<file path="src/verilog/edp_pkg.sv">
// Shared constants, register map and types of the external data access block
package edp_pkg;

  // Register indices; byte address is four times the index
  localparam int IDX_W = 10;
  localparam logic [IDX_W-1:0] IDX_PTR_SEL = 10'h086;
  localparam logic [IDX_W-1:0] IDX_CLK_CTRL = 10'h08e;
  localparam logic [IDX_W-1:0] IDX_CMD = 10'h090;
  localparam logic [IDX_W-1:0] IDX_INDIRECT = 10'h091;
  localparam logic [IDX_W-1:0] IDX_PORT2 = 10'h092;
  localparam logic [IDX_W-1:0] IDX_DP0 = 10'h093;
  localparam logic [IDX_W-1:0] IDX_DP1 = 10'h094;
  localparam logic [IDX_W-1:0] IDX_STATUS = 10'h095;
  localparam int BYTE_LSB = 2;

  // Field positions
  localparam int PTR_SEL_BIT = 0;
  localparam int STRETCH_LSB = 0;
  localparam int STRETCH_W = 3;
  localparam int CMD_OP_LSB = 0;
  localparam int CMD_OP_W = 3;
  localparam int CMD_WR_BIT = 3;
  localparam int CMD_LEN_LSB = 4;
  localparam int CMD_LEN_W = 3;
  localparam int CMD_DATA_LSB = 8;
  localparam int STAT_BUSY_BIT = 0;
  localparam int STAT_HOLD_BIT = 1;
  localparam int STAT_RDATA_LSB = 8;
  localparam int STAT_MC_LSB = 16;

  // Reset values
  localparam logic PTR_SEL_RESET = 1'b0;
  localparam logic [STRETCH_W-1:0] STRETCH_RESET = 3'h1;
  localparam logic [15:0] DP_RESET = 16'h0000;
  localparam logic [7:0] BYTE_RESET = 8'h00;

  // Command operations
  localparam logic [CMD_OP_W-1:0] OP_INSTR = 3'h0;
  localparam logic [CMD_OP_W-1:0] OP_MOVE_IND = 3'h1;
  localparam logic [CMD_OP_W-1:0] OP_MOVE_PTR = 3'h2;
  localparam logic [CMD_OP_W-1:0] OP_INC_SEL = 3'h3;
  localparam logic [CMD_OP_W-1:0] OP_INC_PTR = 3'h4;

  // Timing counts
  localparam int STATE_TICKS = 2;
  localparam logic [3:0] MIN_INSTR_MC = 4'h1;
  localparam logic [3:0] MAX_INSTR_MC = 4'h5;
  localparam logic [7:0] SHORT_STROBE_START = 8'h02;
  localparam logic [7:0] SHORT_STROBE_TICKS = 8'h04;
  localparam logic [7:0] LONG_STROBE_START = 8'h04;
  localparam logic [7:0] TICKS_PER_MC = 8'h08;

  typedef enum logic [1:0] {state_c1, state_c2, state_c3, state_c4} edp_state_t;
  typedef enum logic [2:0] {ST_IDLE, ST_INSTR, ST_FETCH, ST_ACCESS, ST_STRETCH} edp_fsm_t;

endpackage : edp_pkg

</file>
<file path="src/verilog/edp_timing_if.sv">
// Machine cycle timing carried from the sequencer to the core
`timescale 1ns/10ps
interface edp_timing_if;
  import edp_pkg::*;
  edp_state_t state;
  logic late;
  logic mc_last;
  modport seq (output state, output late, output mc_last);
  modport core (input state, input late, input mc_last);
endinterface : edp_timing_if

</file>
<file path="src/verilog/edp_cycle_seq.sv">
// Four-state machine cycle sequencer with early and late half per state
`timescale 1ns/10ps
module edp_cycle_seq
  import edp_pkg::*;
(
  // Clock and control
  input wire logic clk_i,
  input wire logic rst_n_i,
  input wire logic ce_i,
  // Timing out
  edp_timing_if.seq tim
);

  localparam int SUB_W = (STATE_TICKS > 1) ? $clog2(STATE_TICKS) : 1;
  localparam logic [SUB_W-1:0] SUB_LAST = SUB_W'(STATE_TICKS - 1);

  edp_state_t state;
  edp_state_t next_state;
  logic [SUB_W-1:0] sub;
  logic [SUB_W-1:0] next_sub;
  wire sub_last = (sub == SUB_LAST);

  function automatic edp_state_t step_state(input edp_state_t s);
    case (s)
      state_c1: step_state = state_c2;
      state_c2: step_state = state_c3;
      state_c3: step_state = state_c4;
      default: step_state = state_c1;
    endcase
  endfunction : step_state

  // Fixed order, four states to a machine cycle
  assign next_state = sub_last ? step_state(state) : state;
  // Two halves stand for the two clock edges of each state
  assign next_sub = sub_last ? '0 : SUB_W'(sub + 1'b1);

  always_ff @(posedge clk_i)
  begin
    if (!rst_n_i)
    begin
      state <= state_c1;
      sub <= '0;
    end
    else if (ce_i)
    begin
      state <= next_state;
      sub <= next_sub;
    end
  end

  assign tim.state = state;
  assign tim.late = sub_last;
  assign tim.mc_last = sub_last && (state == state_c4);

endmodule : edp_cycle_seq

</file>
<file path="src/verilog/edp_xdata_core.sv">
// External data move timing, dual data pointers and AHB-Lite register file
//
// The AHB-Lite slave port was decided locally.
`timescale 1ns/10ps
module edp_xdata_core
  import edp_pkg::*;
(
  // Clock, reset, enable
  input wire logic clk_i,
  input wire logic rst_n_i,
  input wire logic ce_i,
  // AHB-Lite slave
  input wire logic hsel_i,
  input wire logic [31:0] haddr_i,
  input wire logic [1:0] htrans_i,
  input wire logic hwrite_i,
  input wire logic [2:0] hsize_i,
  input wire logic [31:0] hwdata_i,
  input wire logic hready_i,
  output logic [31:0] hrdata_o,
  output logic hreadyout_o,
  output logic hresp_o,
  // External data memory pins
  output logic [15:0] ext_addr_o,
  output logic ext_rd_n_o,
  output logic ext_wr_n_o,
  output logic [7:0] ext_data_o,
  output logic ext_data_oe_o,
  input wire logic [7:0] ext_data_i,
  // Core timing status
  output logic [1:0] state_o,
  output logic opcode_fetch_o,
  output logic cpu_hold_o
);

  edp_timing_if tim ();

  edp_cycle_seq u_seq (
    .clk_i (clk_i),
    .rst_n_i (rst_n_i),
    .ce_i (ce_i),
    .tim (tim)
  );

  // Register state
  logic ptr_sel;
  logic [STRETCH_W-1:0] stretch;
  logic [7:0] indirect_register;
  logic [7:0] port2_latch;
  logic [15:0] data_pointer_zero;
  logic [15:0] data_pointer_one;
  logic [31:0] cmd;
  logic cmd_pend;
  logic [7:0] rd_byte;
  logic [3:0] last_mc;

  // Bus state
  logic wr_pend;
  logic [IDX_W-1:0] wr_idx;
  logic rd_pend;
  logic [IDX_W-1:0] rd_idx;

  // Sequencing state
  edp_fsm_t fsm;
  edp_fsm_t next_fsm;
  logic [3:0] mc_cnt;
  logic [3:0] next_mc_cnt;
  logic [7:0] tk;
  logic [7:0] next_tk;
  logic [2:0] run_op;
  logic run_wr;
  logic [3:0] run_len;
  logic [7:0] run_data;
  logic [STRETCH_W-1:0] run_stretch;

  // Pin sampling, three stages
  logic [7:0] din_s1;
  logic [7:0] din_s2;
  logic [7:0] din_s3;
  logic [7:0] din_ok;

  function automatic logic [3:0] clamp_len(input logic [CMD_LEN_W-1:0] l);
    logic [3:0] w;
    w = {1'b0, l};
    if (w < MIN_INSTR_MC)
      clamp_len = MIN_INSTR_MC;
    else if (w > MAX_INSTR_MC)
      clamp_len = MAX_INSTR_MC;
    else
      clamp_len = w;
  endfunction : clamp_len

  function automatic logic [7:0] strobe_start(input logic [STRETCH_W-1:0] s);
    strobe_start = (s == '0) ? SHORT_STROBE_START : LONG_STROBE_START;
  endfunction : strobe_start

  function automatic logic [7:0] strobe_len(input logic [STRETCH_W-1:0] s);
    strobe_len = (s == '0) ? SHORT_STROBE_TICKS : 8'(TICKS_PER_MC * {5'h00, s});
  endfunction : strobe_len

  // Bus decode
  wire bus_take = hsel_i && htrans_i[1] && hready_i;
  wire [IDX_W-1:0] bus_idx = haddr_i[BYTE_LSB +: IDX_W];
  wire wr_go = wr_pend && ce_i;
  wire wr_cmd = wr_go && (wr_idx == IDX_CMD);
  wire busy = cmd_pend || (fsm != ST_IDLE);
  wire [CMD_OP_W-1:0] wr_op = hwdata_i[CMD_OP_LSB +: CMD_OP_W];
  wire cmd_timed = (wr_op == OP_INSTR) || (wr_op == OP_MOVE_IND) || (wr_op == OP_MOVE_PTR);
  wire cmd_accept = wr_cmd && !busy && cmd_timed;
  wire inc_sel = wr_cmd && (wr_op == OP_INC_SEL);
  wire inc_ptr = wr_cmd && (wr_op == OP_INC_PTR);
  wire start = cmd_pend && (fsm == ST_IDLE) && tim.mc_last;

  // Selected pointer and move address
  wire [15:0] sel_ptr = ptr_sel ? data_pointer_one : data_pointer_zero;
  wire [15:0] ind_addr = {port2_latch, indirect_register};
  wire [15:0] move_addr = (run_op == OP_MOVE_PTR) ? sel_ptr : ind_addr;

  // Strobe window inside access and stretch cycles
  wire [7:0] stb_lo = strobe_start(run_stretch);
  wire [7:0] stb_hi = 8'(stb_lo + strobe_len(run_stretch));
  wire in_move = (fsm == ST_ACCESS) || (fsm == ST_STRETCH);
  wire stb_on = in_move && (tk >= stb_lo) && (tk < stb_hi);
  // Pin sampling lags three stages, so the read byte is taken just past the strobe
  wire rd_take = in_move && (tk == 8'(stb_hi + 8'h01));

  // Read mux
  logic [31:0] rd_val;
  always_comb
  begin
    rd_val = 32'h0000_0000;
    case (rd_idx)
      IDX_PTR_SEL: rd_val[PTR_SEL_BIT] = ptr_sel;
      IDX_CLK_CTRL: rd_val[STRETCH_LSB +: STRETCH_W] = stretch;
      IDX_CMD: rd_val = cmd;
      IDX_INDIRECT: rd_val[7:0] = indirect_register;
      IDX_PORT2: rd_val[7:0] = port2_latch;
      IDX_DP0: rd_val[15:0] = data_pointer_zero;
      IDX_DP1: rd_val[15:0] = data_pointer_one;
      IDX_STATUS:
      begin
        rd_val[STAT_BUSY_BIT] = busy;
        rd_val[STAT_HOLD_BIT] = cpu_hold_o;
        rd_val[STAT_RDATA_LSB +: 8] = rd_byte;
        rd_val[STAT_MC_LSB +: 4] = last_mc;
      end
      default: rd_val = 32'h0000_0000;
    endcase
  end

  // AHB-Lite: writes zero-wait, reads take one wait state
  always_ff @(posedge clk_i)
  begin
    if (!rst_n_i)
    begin
      wr_pend <= 1'b0;
      wr_idx <= '0;
      rd_pend <= 1'b0;
      rd_idx <= '0;
      hrdata_o <= 32'h0000_0000;
      hreadyout_o <= 1'b1;
      hresp_o <= 1'b0;
    end
    else if (ce_i)
    begin
      wr_pend <= bus_take && hwrite_i;
      wr_idx <= bus_idx;
      rd_pend <= bus_take && !hwrite_i;
      if (bus_take && !hwrite_i)
        rd_idx <= bus_idx;
      hreadyout_o <= !(bus_take && !hwrite_i);
      if (rd_pend)
        hrdata_o <= rd_val;
    end
  end

  // Software-visible registers
  always_ff @(posedge clk_i)
  begin
    if (!rst_n_i)
    begin
      ptr_sel <= PTR_SEL_RESET;
      stretch <= STRETCH_RESET;
      indirect_register <= BYTE_RESET;
      port2_latch <= BYTE_RESET;
      data_pointer_zero <= DP_RESET;
      data_pointer_one <= DP_RESET;
      cmd <= 32'h0000_0000;
    end
    else if (wr_go)
    begin
      if (wr_idx == IDX_PTR_SEL)
        ptr_sel <= hwdata_i[PTR_SEL_BIT];
      if (inc_sel)
        ptr_sel <= ~ptr_sel;
      if (wr_idx == IDX_CLK_CTRL)
        stretch <= hwdata_i[STRETCH_LSB +: STRETCH_W];
      if (wr_idx == IDX_INDIRECT)
        indirect_register <= hwdata_i[7:0];
      if (wr_idx == IDX_PORT2)
        port2_latch <= hwdata_i[7:0];
      if (wr_idx == IDX_DP0)
        data_pointer_zero <= hwdata_i[15:0];
      else if (inc_ptr && !ptr_sel)
        data_pointer_zero <= 16'(data_pointer_zero + 16'h0001);
      if (wr_idx == IDX_DP1)
        data_pointer_one <= hwdata_i[15:0];
      else if (inc_ptr && ptr_sel)
        data_pointer_one <= 16'(data_pointer_one + 16'h0001);
      if (cmd_accept)
        cmd <= hwdata_i;
    end
  end

  // Sequencer next state, advanced at machine cycle ends only
  always_comb
  begin
    next_fsm = fsm;
    next_mc_cnt = mc_cnt;
    next_tk = in_move ? 8'(tk + 8'h01) : 8'h00;
    case (fsm)
      ST_IDLE:
      begin
        next_mc_cnt = 4'h0;
        if (start)
          next_fsm = (cmd[CMD_OP_LSB +: CMD_OP_W] == OP_INSTR) ? ST_INSTR : ST_FETCH;
      end
      ST_INSTR:
        if (tim.mc_last)
        begin
          next_mc_cnt = 4'(mc_cnt + 4'h1);
          // Stretch never touches plain instructions
          if (4'(mc_cnt + 4'h1) == run_len)
            next_fsm = ST_IDLE;
        end
      ST_FETCH:
        if (tim.mc_last)
        begin
          next_mc_cnt = 4'(mc_cnt + 4'h1);
          next_fsm = ST_ACCESS;
        end
      ST_ACCESS:
        if (tim.mc_last)
        begin
          next_mc_cnt = 4'(mc_cnt + 4'h1);
          next_fsm = (run_stretch == '0) ? ST_IDLE : ST_STRETCH;
        end
      ST_STRETCH:
        if (tim.mc_last)
        begin
          next_mc_cnt = 4'(mc_cnt + 4'h1);
          if (4'(mc_cnt + 4'h1) == 4'(4'h2 + {1'b0, run_stretch}))
            next_fsm = ST_IDLE;
        end
      default: next_fsm = ST_IDLE;
    endcase
  end

  always_ff @(posedge clk_i)
  begin
    if (!rst_n_i)
    begin
      fsm <= ST_IDLE;
      mc_cnt <= 4'h0;
      tk <= 8'h00;
      cmd_pend <= 1'b0;
      run_op <= OP_INSTR;
      run_wr <= 1'b0;
      run_len <= MIN_INSTR_MC;
      run_data <= BYTE_RESET;
      run_stretch <= STRETCH_RESET;
      last_mc <= 4'h0;
    end
    else if (ce_i)
    begin
      fsm <= next_fsm;
      mc_cnt <= next_mc_cnt;
      tk <= next_tk;
      // Command taken at a machine cycle boundary so every move is cycle aligned
      if (cmd_accept)
        cmd_pend <= 1'b1;
      else if (start)
        cmd_pend <= 1'b0;
      if (start)
      begin
        run_op <= cmd[CMD_OP_LSB +: CMD_OP_W];
        run_wr <= cmd[CMD_WR_BIT];
        run_len <= clamp_len(cmd[CMD_LEN_LSB +: CMD_LEN_W]);
        run_data <= cmd[CMD_DATA_LSB +: 8];
        // Stretch latched at start; a later write cannot tear a running move
        run_stretch <= stretch;
      end
      if ((fsm != ST_IDLE) && (next_fsm == ST_IDLE))
        last_mc <= next_mc_cnt;
    end
  end

  // Pin sampling: accept a change once stages two and three agree
  always_ff @(posedge clk_i)
  begin
    if (!rst_n_i)
    begin
      din_s1 <= BYTE_RESET;
      din_s2 <= BYTE_RESET;
      din_s3 <= BYTE_RESET;
      din_ok <= BYTE_RESET;
      rd_byte <= BYTE_RESET;
    end
    else if (ce_i)
    begin
      din_s1 <= ext_data_i;
      din_s2 <= din_s1;
      din_s3 <= din_s2;
      if (din_s2 == din_s3)
        din_ok <= din_s3;
      if (rd_take && !run_wr)
        rd_byte <= din_ok;
    end
  end

  // Registered pin and status outputs
  always_ff @(posedge clk_i)
  begin
    if (!rst_n_i)
    begin
      ext_addr_o <= 16'h0000;
      ext_rd_n_o <= 1'b1;
      ext_wr_n_o <= 1'b1;
      ext_data_o <= BYTE_RESET;
      ext_data_oe_o <= 1'b0;
      state_o <= 2'h0;
      opcode_fetch_o <= 1'b0;
      cpu_hold_o <= 1'b0;
    end
    else if (ce_i)
    begin
      if (in_move)
        ext_addr_o <= move_addr;
      ext_rd_n_o <= !(stb_on && !run_wr);
      ext_wr_n_o <= !(stb_on && run_wr);
      ext_data_o <= run_data;
      ext_data_oe_o <= in_move && run_wr;
      state_o <= tim.state;
      // One opcode fetch per instruction or fetch machine cycle, in state c1; none in access or stretch cycles
      opcode_fetch_o <= ((fsm == ST_INSTR) || (fsm == ST_FETCH))
        && (tim.state == state_c1) && !tim.late;
      cpu_hold_o <= (fsm == ST_STRETCH);
    end
  end

endmodule : edp_xdata_core

</file>
<file path="config.mk">
export PLATFORM = sky130hd
export DESIGN_NAME = edp_xdata_core
export DESIGN_NICKNAME = d
export VERILOG_FILES = /design/src/verilog/edp_pkg.sv /design/src/verilog/edp_timing_if.sv /design/src/verilog/edp_cycle_seq.sv /design/src/verilog/edp_xdata_core.sv
export SDC_FILE = /design/constraint.sdc
export NUM_CORES = 1
export LEC_CHECK = 0
export ABC_AREA = 1
export BUFFER_PORTS_ARGS = -buffer_cell sky130_fd_sc_hd__clkbuf_2
export CAP_MARGIN = 20
export CORE_ASPECT_RATIO = 0.8
export CORE_MARGIN = 5
export CORE_UTILIZATION = 45
export DETAILED_ROUTE_END_ITERATION = 10
export HOLD_SLACK_MARGIN = 0.08
export PLACE_DENSITY = 0.64
export SLEW_MARGIN = 20
export SYNTH_ARGS = -nofsm -noshare
export SYNTH_HDL_FRONTEND = slang
export SYNTH_SLANG_ARGS = --single-unit
</file>
<file path="constraint.sdc">
create_clock -name clk_i -period 3.11 [get_ports clk_i]
set_input_delay 0.4665 -clock clk_i [delete_from_list [all_inputs] [get_ports clk_i]]
set_output_delay 0.4665 -clock clk_i [all_outputs]
set_load 0.05 [all_outputs]
</file>
==> results.yml, run 1 <==
floorplanning:
  core_sq_mm: 0.0253
  die_y_um: 154
  io_pins: 148
  initial_core_util_pct: 45.8
  dieArea_sq_mm: 0.0291
  dieWidth_um: 189
  num_rows: 52
logic_synthesis:
  synth_compound_area_share_pct: 23.3
  syn_area_sq_mm: 0.0116
  synthDistinctLibCells: 44
  synth_top_flop_cell: "dfxtp_1"
  syn_nets: 1741
  synth_edf_count: 0
  avgSynthCellArea_sq_um: 7.05
  synth.area.mux_share_pct: 0.0863
  yosysSeqAreaShare_pct: 43.3
  synthAdderAreaFrac_pct: 1.40
  synthSimpleGateAreaFrac_pct: 21.2
  synthCells: 1645
  synth-async-reset-ratio_pct: 0
  synth_top_family_by_area: "compound AO/OA/AOI/OAI gates"
  synthXorXnorAreaFrac_pct: 0.982
  yosys_register_bits: 251
  yosys_warnings: 0
critical_path:
  path_buf_inv: 1
  crit_top_cell: "nand2_1"
  arrival_ps: 2800
  cp_top_family: "simple AND/OR/NAND/NOR gates"
  slowest_stage: "nand2_1"
  slowest_delay_ps: 560
  cp_cell_sequence: "nor2_1, nand3_1, nor2_2, nand2_1, inv_1, nand2_1, a21oi_1"
  cp-start-kind: "register"
  crit_type: "register to register"
  endpoint_kind: "register"
  required_ps: 3570
  crit_fanout: 18
placement:
  place_area_sq_mm: 0.0124
  gp_congestion: 0.939
  place.port_buffers: 120
  dp_hpwl_um: 24300
  dp_cells: 2017
  pre_cts_slack_ps: 799
finish:
  fill_cells: 2520
  utilization_pct: 52.4
  finalNetCount: 1817
  final_cell_count_no_fill: 2065
  drive_above_1_share_pct: 11.9
  regArea_sq_mm: 0.00502
  multi_input_area_sq_mm: 0.00546
  n_antenna_cell: 0
  fin_area_sq_mm: 0.0133
  area_growth_pct: 14.5
sta:
  clock_skew_ps: 9.37
  fin_crit_ps: 2340
  fmax_mhz: 428
  worst_slew_pin_slew_ps: 879
  fin_hold_ws_ps: 149
  grt_setup_unrepaired: "false"
  final_max_slew_viol_count: 0
  fin_crit_sh_pct: 75.1
  setup_ws_ps: 773
  hold_violations: 0
  setup_viol: 0
  setup_tns_ps: 0
  slew_headroom_pct: 41.3
power:
  finalPower_mw: 7.03
  combPwrFrac_pct: 6.8
  power.density_mw_per_mm2: 530
  p_leak_nw: 5.37
  peakVddDrop_uv: 376
  clkPwrFrac_pct: 45.8
  swShare_pct: 24.2
  p_int_mw: 5.33
  switchingPower_mw: 1.70
  power_frac_seq_pct: 47.4
grt:
  antenna_found_initial: 0
  grt_max_degree: 83
  grt_pass1_wl_um: 54800
  grt_usage_pct: 22.8
  grt_pass1_vias: 10100
  grt_overflow: 0
clock_tree:
  cts_tree: "yes"
  post_cts_resized: 0
  root_buffer: "clkbuf_16"
  cts_sinks: 251
  cts.path.max_buffers: 3
  htreeDepth: 1
  clk_pin_slew_ps: 60
  cts-hold-fix-buffers: 0
  cts_setup_buffers: 0
  cts_made_buffers: 26
  worstSkewPairLatency_ps: 540
detailed_routing:
  drtPass1Iterations: 5
  drtAntennaViolNets: 0
  drc: 0
  dr.first_iter.drc_count: 844
  vias: 11200
  detail_route.wl_per_cell_um: 16.6
  wirelength_um: 34300
  avgViaCountPerCell: 5.41
flow_run:
  drv_cap: 0
status:
  outcome: "finished clean"
hold_path:
  hp-class: "input pin to register"
-- power groups by stage --
| stage | combinational, mW | sequential [mW] | clock [mW] |
|---|---|---|---|
| 6_report | 0.479 | 3.34 | 3.22 |
| 5_1_grt | 0.532 | 3.34 | 3.41 |
| 4_1_cts | 0.478 | 3.34 | 3.28 |
| 3_5_place_dp | 0.475 | 3.41 | 0 |
| 3_3_place_gp | 0.471 | 3.41 | 0 |
| 2_1_floorplan | 0.252 | 3.48 | 0 |
-- metal layers --
layer / vias to the layer above / wire length, um / GRT usage [%]
met1: 5123 / 16500 / 34.6
met2: 362 / 14400 / 33.6
li1: 5639 / - / -
met5: - / 0 / 0
met4: 0 / 628 / 4.48
met3: 48 / 2740 / 4.65
-- layout by cell type (no fill, tap or decap), types with 4 or more instances in the layout --
cell and count:
nand4_1 30, buf_4 19, nor3_1 26, clkbuf_8 10, clkinv_2 4, dfxtp_1 251
xor2_1 11, o22ai_1 26, clkinv_1 4, nor2_2 4, o21ai_1 7, clkbuf_16 27
a21oi_1 162, nand2_2 5, a211oi_1 28, o211ai_1 15, nor2_1 209, o21ai_0 258
nor3_2 4, clkbuf_1 5, nand2_1 225, ha_1 13, inv_1 185, clkbuf_2 119
nand3_1 60
-- synth_stat cells (3+ instances only) --
cell type	count	area share, %
a211oi_1	28	1.8
a21oi_1	162	7.0
buf_2	18	0.78
buf_4	3	0.19
clkbuf_1	65	2.1
clkinv_1	4	0.13
dfxtp_1	251	43
ha_1	13	1.4
inv_1	185	6.0
inv_2	3	0.097
nand2_1	225	7.3
nand2_2	5	0.27
nand3_1	60	2.6
nand4_1	30	1.6
nor2_1	209	6.8
nor2_2	4	0.22
nor3_1	27	1.2
nor3_2	3	0.26
o211ai_1	15	0.97
o21ai_0	258	11
o21ai_1	7	0.30
o21bai_1	3	0.19
o22ai_1	26	1.4
xor2_1	11	0.83
-- worst paths after layout --
path,cells after the start,from,end,slack [ps]
min reg2reg,2,cmd[2],cmd[2],440
max reg2reg,7,rd_idx[5],hrdata_o[30],770
max,7,rd_idx[5],hrdata_o[30],770
min,3,ext_data_i[4],din_s1[4],150
-- logic make-up after synthesis --
family          Yosys count
flops                   251
mux                       1
xor+xnor                 13
buf+inv                 285
fa+ha+maj                13
other cells               1
simple gates            575
compound gates          506
-- registers in the layout, indices dropped and copies added (netlist names), 10 cells and up --
signal / count
hrdata_o: 32
data_pointer_zero: 16
wr_idx: 10
cmd: 32
data_pointer_one: 16
ext_addr_o: 16
rd_idx: 10
-- worst register-to-register path, stage by stage, from the launching register on --
cell	delay, ps
dfxtp_1	310
nor2_1	140
nand3_1	200
nor2_2	250
nand2_1	560
inv_1	570
nand2_1	90
a21oi_1	140
-- area by class of cell --
cell class,count,share of cell area (%)
Sequential cell,251,37.9
Inverter,194,5.52
Tap cell,324,3.06
Timing Repair Buffer,139,5.71
Clock inverter,6,0.453
Clock buffer,42,6.27
Multi-Input combinational cell,1109,41.1
(Power assumes the default switching activity.)
==> inputs of run 2 (changes only) <==
--- a/config.mk
+++ b/config.mk
@@ -5,7 +5,7 @@
 export SDC_FILE = /design/constraint.sdc
 export NUM_CORES = 1
 export LEC_CHECK = 0
-export ABC_AREA = 1
+export ABC_AREA = 0
 export BUFFER_PORTS_ARGS = -buffer_cell sky130_fd_sc_hd__clkbuf_2
 export CAP_MARGIN = 20
 export CORE_ASPECT_RATIO = 0.8
@@ -13,7 +13,7 @@
 export CORE_UTILIZATION = 45
 export DETAILED_ROUTE_END_ITERATION = 10
 export HOLD_SLACK_MARGIN = 0.08
-export PLACE_DENSITY = 0.64
+export PLACE_DENSITY = 0.63
 export SLEW_MARGIN = 20
 export SYNTH_ARGS = -nofsm -noshare
 export SYNTH_HDL_FRONTEND = slang
==> constraint.sdc (replaced) <==
create_clock -name clk_i -period 2.39 [get_ports clk_i]
set_input_delay 0.3585 -clock clk_i [delete_from_list [all_inputs] [get_ports clk_i]]
set_output_delay 0.3585 -clock clk_i [all_outputs]
set_load 0.05 [all_outputs]
==> results.yml, run 2 <==
detailed_routing:
  dr.first_iter.drc_count: 906
  avgViaCountPerCell: 5.65
  drtAntennaViolNets: 0
  vias: 10600
  detail_route.wl_per_cell_um: 18.5
  drc: 0
  drtPass1Iterations: 7
  wirelength_um: 34800
sta:
  setup_tns_ps: 0
  slew_headroom_pct: 52.9
  clock_skew_ps: 10.8
  fin_hold_ws_ps: 89.4
  worst_slew_pin_slew_ps: 704
  setup_viol: 0
  fin_crit_ps: 2240
  final_max_slew_viol_count: 0
  fin_crit_sh_pct: 93.6
  fmax_mhz: 447
  setup_ws_ps: 153
  hold_violations: 0
  grt_setup_unrepaired: "false"
grt:
  grt_max_degree: 82
  grt_usage_pct: 22.7
  grt_overflow: 0
  grt_pass1_vias: 9942
  antenna_found_initial: 0
  grt_pass1_wl_um: 54500
finish:
  drive_above_1_share_pct: 18.6
  n_antenna_cell: 0
  final_cell_count_no_fill: 1886
  layout_commonest_cell: "dfxtp_1"
  fill_cells: 2459
  multi_input_area_sq_mm: 0.00625
  area_growth_pct: 19.2
  final_cell_mix: "dfxtp_1 (251), nor2_1 (196), nand2_1 (157), mux2i_1 (125)"
  regArea_sq_mm: 0.00502
  largestRegisters: "cmd x32, hrdata_o x32"
  finalNetCount: 1606
critical_path:
  endpoint_kind: "register"
  required_ps: 2790
  crit_fanout: 8
  slowest_delay_ps: 440
  cp_top_family: "simple AND/OR/NAND/NOR gates"
  crit_type: "register to register"
  cp-start-kind: "register"
  path_buf_inv: 2
  slowest_stage: "or4_1"
  cp_cell_sequence: "inv_1, ha_1, nand4_1, or3_1, or4_1, buf_4, mux2i_1, nor2_1"
  arrival_ps: 2640
power:
  peakVddDrop_uv: 481
  finalPower_mw: 9.08
  power.density_mw_per_mm2: 646
  p_leak_nw: 5.53
placement:
  dp_cells: 1815
  gp_congestion: 0.901
  pre_cts_slack_ps: 199
  place.port_buffers: 120
  dp_hpwl_um: 24600
floorplanning:
  dieArea_sq_mm: 0.0296
  num_rows: 53
  io_pins: 148
  die_y_um: 155
  initial_core_util_pct: 45.3
  dieWidth_um: 191
  core_sq_mm: 0.0261
clock_tree:
  cts_made_buffers: 27
  clk_pin_slew_ps: 60
  worstSkewPairLatency_ps: 530
  htreeDepth: 1
  post_cts_resized: 0
  cts_setup_buffers: 0
  cts.path.max_buffers: 3
  root_buffer: "clkbuf_16"
  cts_tree: "yes"
  cts_sinks: 251
flow_run:
  drv_cap: 0
logic_synthesis:
  syn_area_sq_mm: 0.0118
  synth_edf_count: 0
  synth_area_leaders: "dfxtp_1 (43%), mux2i_1 (11%), nor2_1 (6.2%), a21oi_1 (5.0%), nand2_1 (5.0%)"
  yosys_warnings: 0
  synth-async-reset-ratio_pct: 0
  yosysTopAreaCell: "dfxtp_1"
  synth_top_flop_cell: "dfxtp_1"
  avgSynthCellArea_sq_um: 8.54
  syn_nets: 1477
  yosysMostFrequentCell: "dfxtp_1"
  synthTopCellsByCount: "dfxtp_1 (251), nor2_1 (196), nand2_1 (157), mux2i_1 (125), a21oi_1 (119)"
  synth_top_area_share_pct: 42.6
  synthCells: 1381
  synthDistinctLibCells: 75
  yosysSeqAreaShare_pct: 42.6
  yosys_register_bits: 251
hold_path:
  hp-class: "input pin to register"
status:
  outcome: "finished clean"
==> run 2: cell count changes after synthesis, sizes merged, moves of 20 or more <==
cell   change
a21oi     -43
nand4     -20
mux2i    +124
o22ai     -24
nand3     -35
nand2     -74
o21ai    -199
inv      -173
==> run 2: path summary, 6_finish.rpt <==
| kind | start | end | slack, ps | cells after the start |
|---|---|---|---|---|
| worst max-delay path | run_stretch[2] | rd_byte[0] | 150 | 8 |
| worst min-delay path | ext_data_i[0] | din_s1[0] | 90 | 3 |
| worst max register to register | run_stretch[2] | rd_byte[0] | 150 | 8 |
| worst min register to register | hrdata_o[14] | hrdata_o[14] | 450 | 2 |
==> run 2: per-layer routing <==
metal | vias to the layer above | share of wire (%) | GRT usage (%)
li1 | 5122 | - | -
met1 | 5110 | 48 | 33.9
met2 | 376 | 42 | 34.3
met3 | 41 | 8.1 | 4.42
met4 | 0 | 1.6 | 4.14
met5 | - | 0 | 0
==> run 2: layout make-up <==
cell class | count | share of cell area, %
flip-flops and latches | 251 | 35.7
inverters | 16 | 0.463
multi-input cells | 1008 | 44.5
clock buffers | 40 | 5.79
clock inverters | 8 | 0.819
well taps | 357 | 3.18
repair buffers | 206 | 9.56
==> run 2: logic make-up (layout without fill, tap and decap cells) <==
family          count (synthesis)  after routing  synth area share [%]
simple gates                  543            543                  22.2
compound gates                289            289                  15.3
flops                         251            251                  42.6
mux                           138            138                  12.2
buf+inv                       122            270                  4.51
xor+xnor                       24             24                  1.78
fa+ha+maj                      13             13                  1.38
other cells                     1              1                0.0318
==> run 2: where the power goes <==
| group | leakage (nW) | internal [mW] | total (mW) | switching [mW] |
|---|---|---|---|---|
| sequential | 2.03 | 4.22 | 4.26 | 0.0423 |
| clock | 0.464 | 2.66 | 4.35 | 1.68 |
| combinational | 3.04 | 0.186 | 0.470 | 0.284 |
==> run 2: metrics by stage <==
step | utilization, % | area [sq um]
after detailed placement | 49.5 | 12900
after global placement | 49.5 | 12900
after floorplan | - | 11800
final | 54.0 | 14100
after global routing | 54.0 | 14100
after CTS | 54.0 | 14100
==> run 2: worst reg2reg max path, stage by stage (launching register included) <==
cell and delay, ps:
dfxtp_1 400, inv_1 80, ha_1 300, nand4_1 120, or3_1 360, or4_1 440
buf_4 210, mux2i_1 170, nor2_1 50
==> run 2: what timing repair did <==
item / CTS / global route
setup endpoints to repair: 0 / 0
endpoints found under the hold margin: 23 / 0
hold buffers: 23 / 0
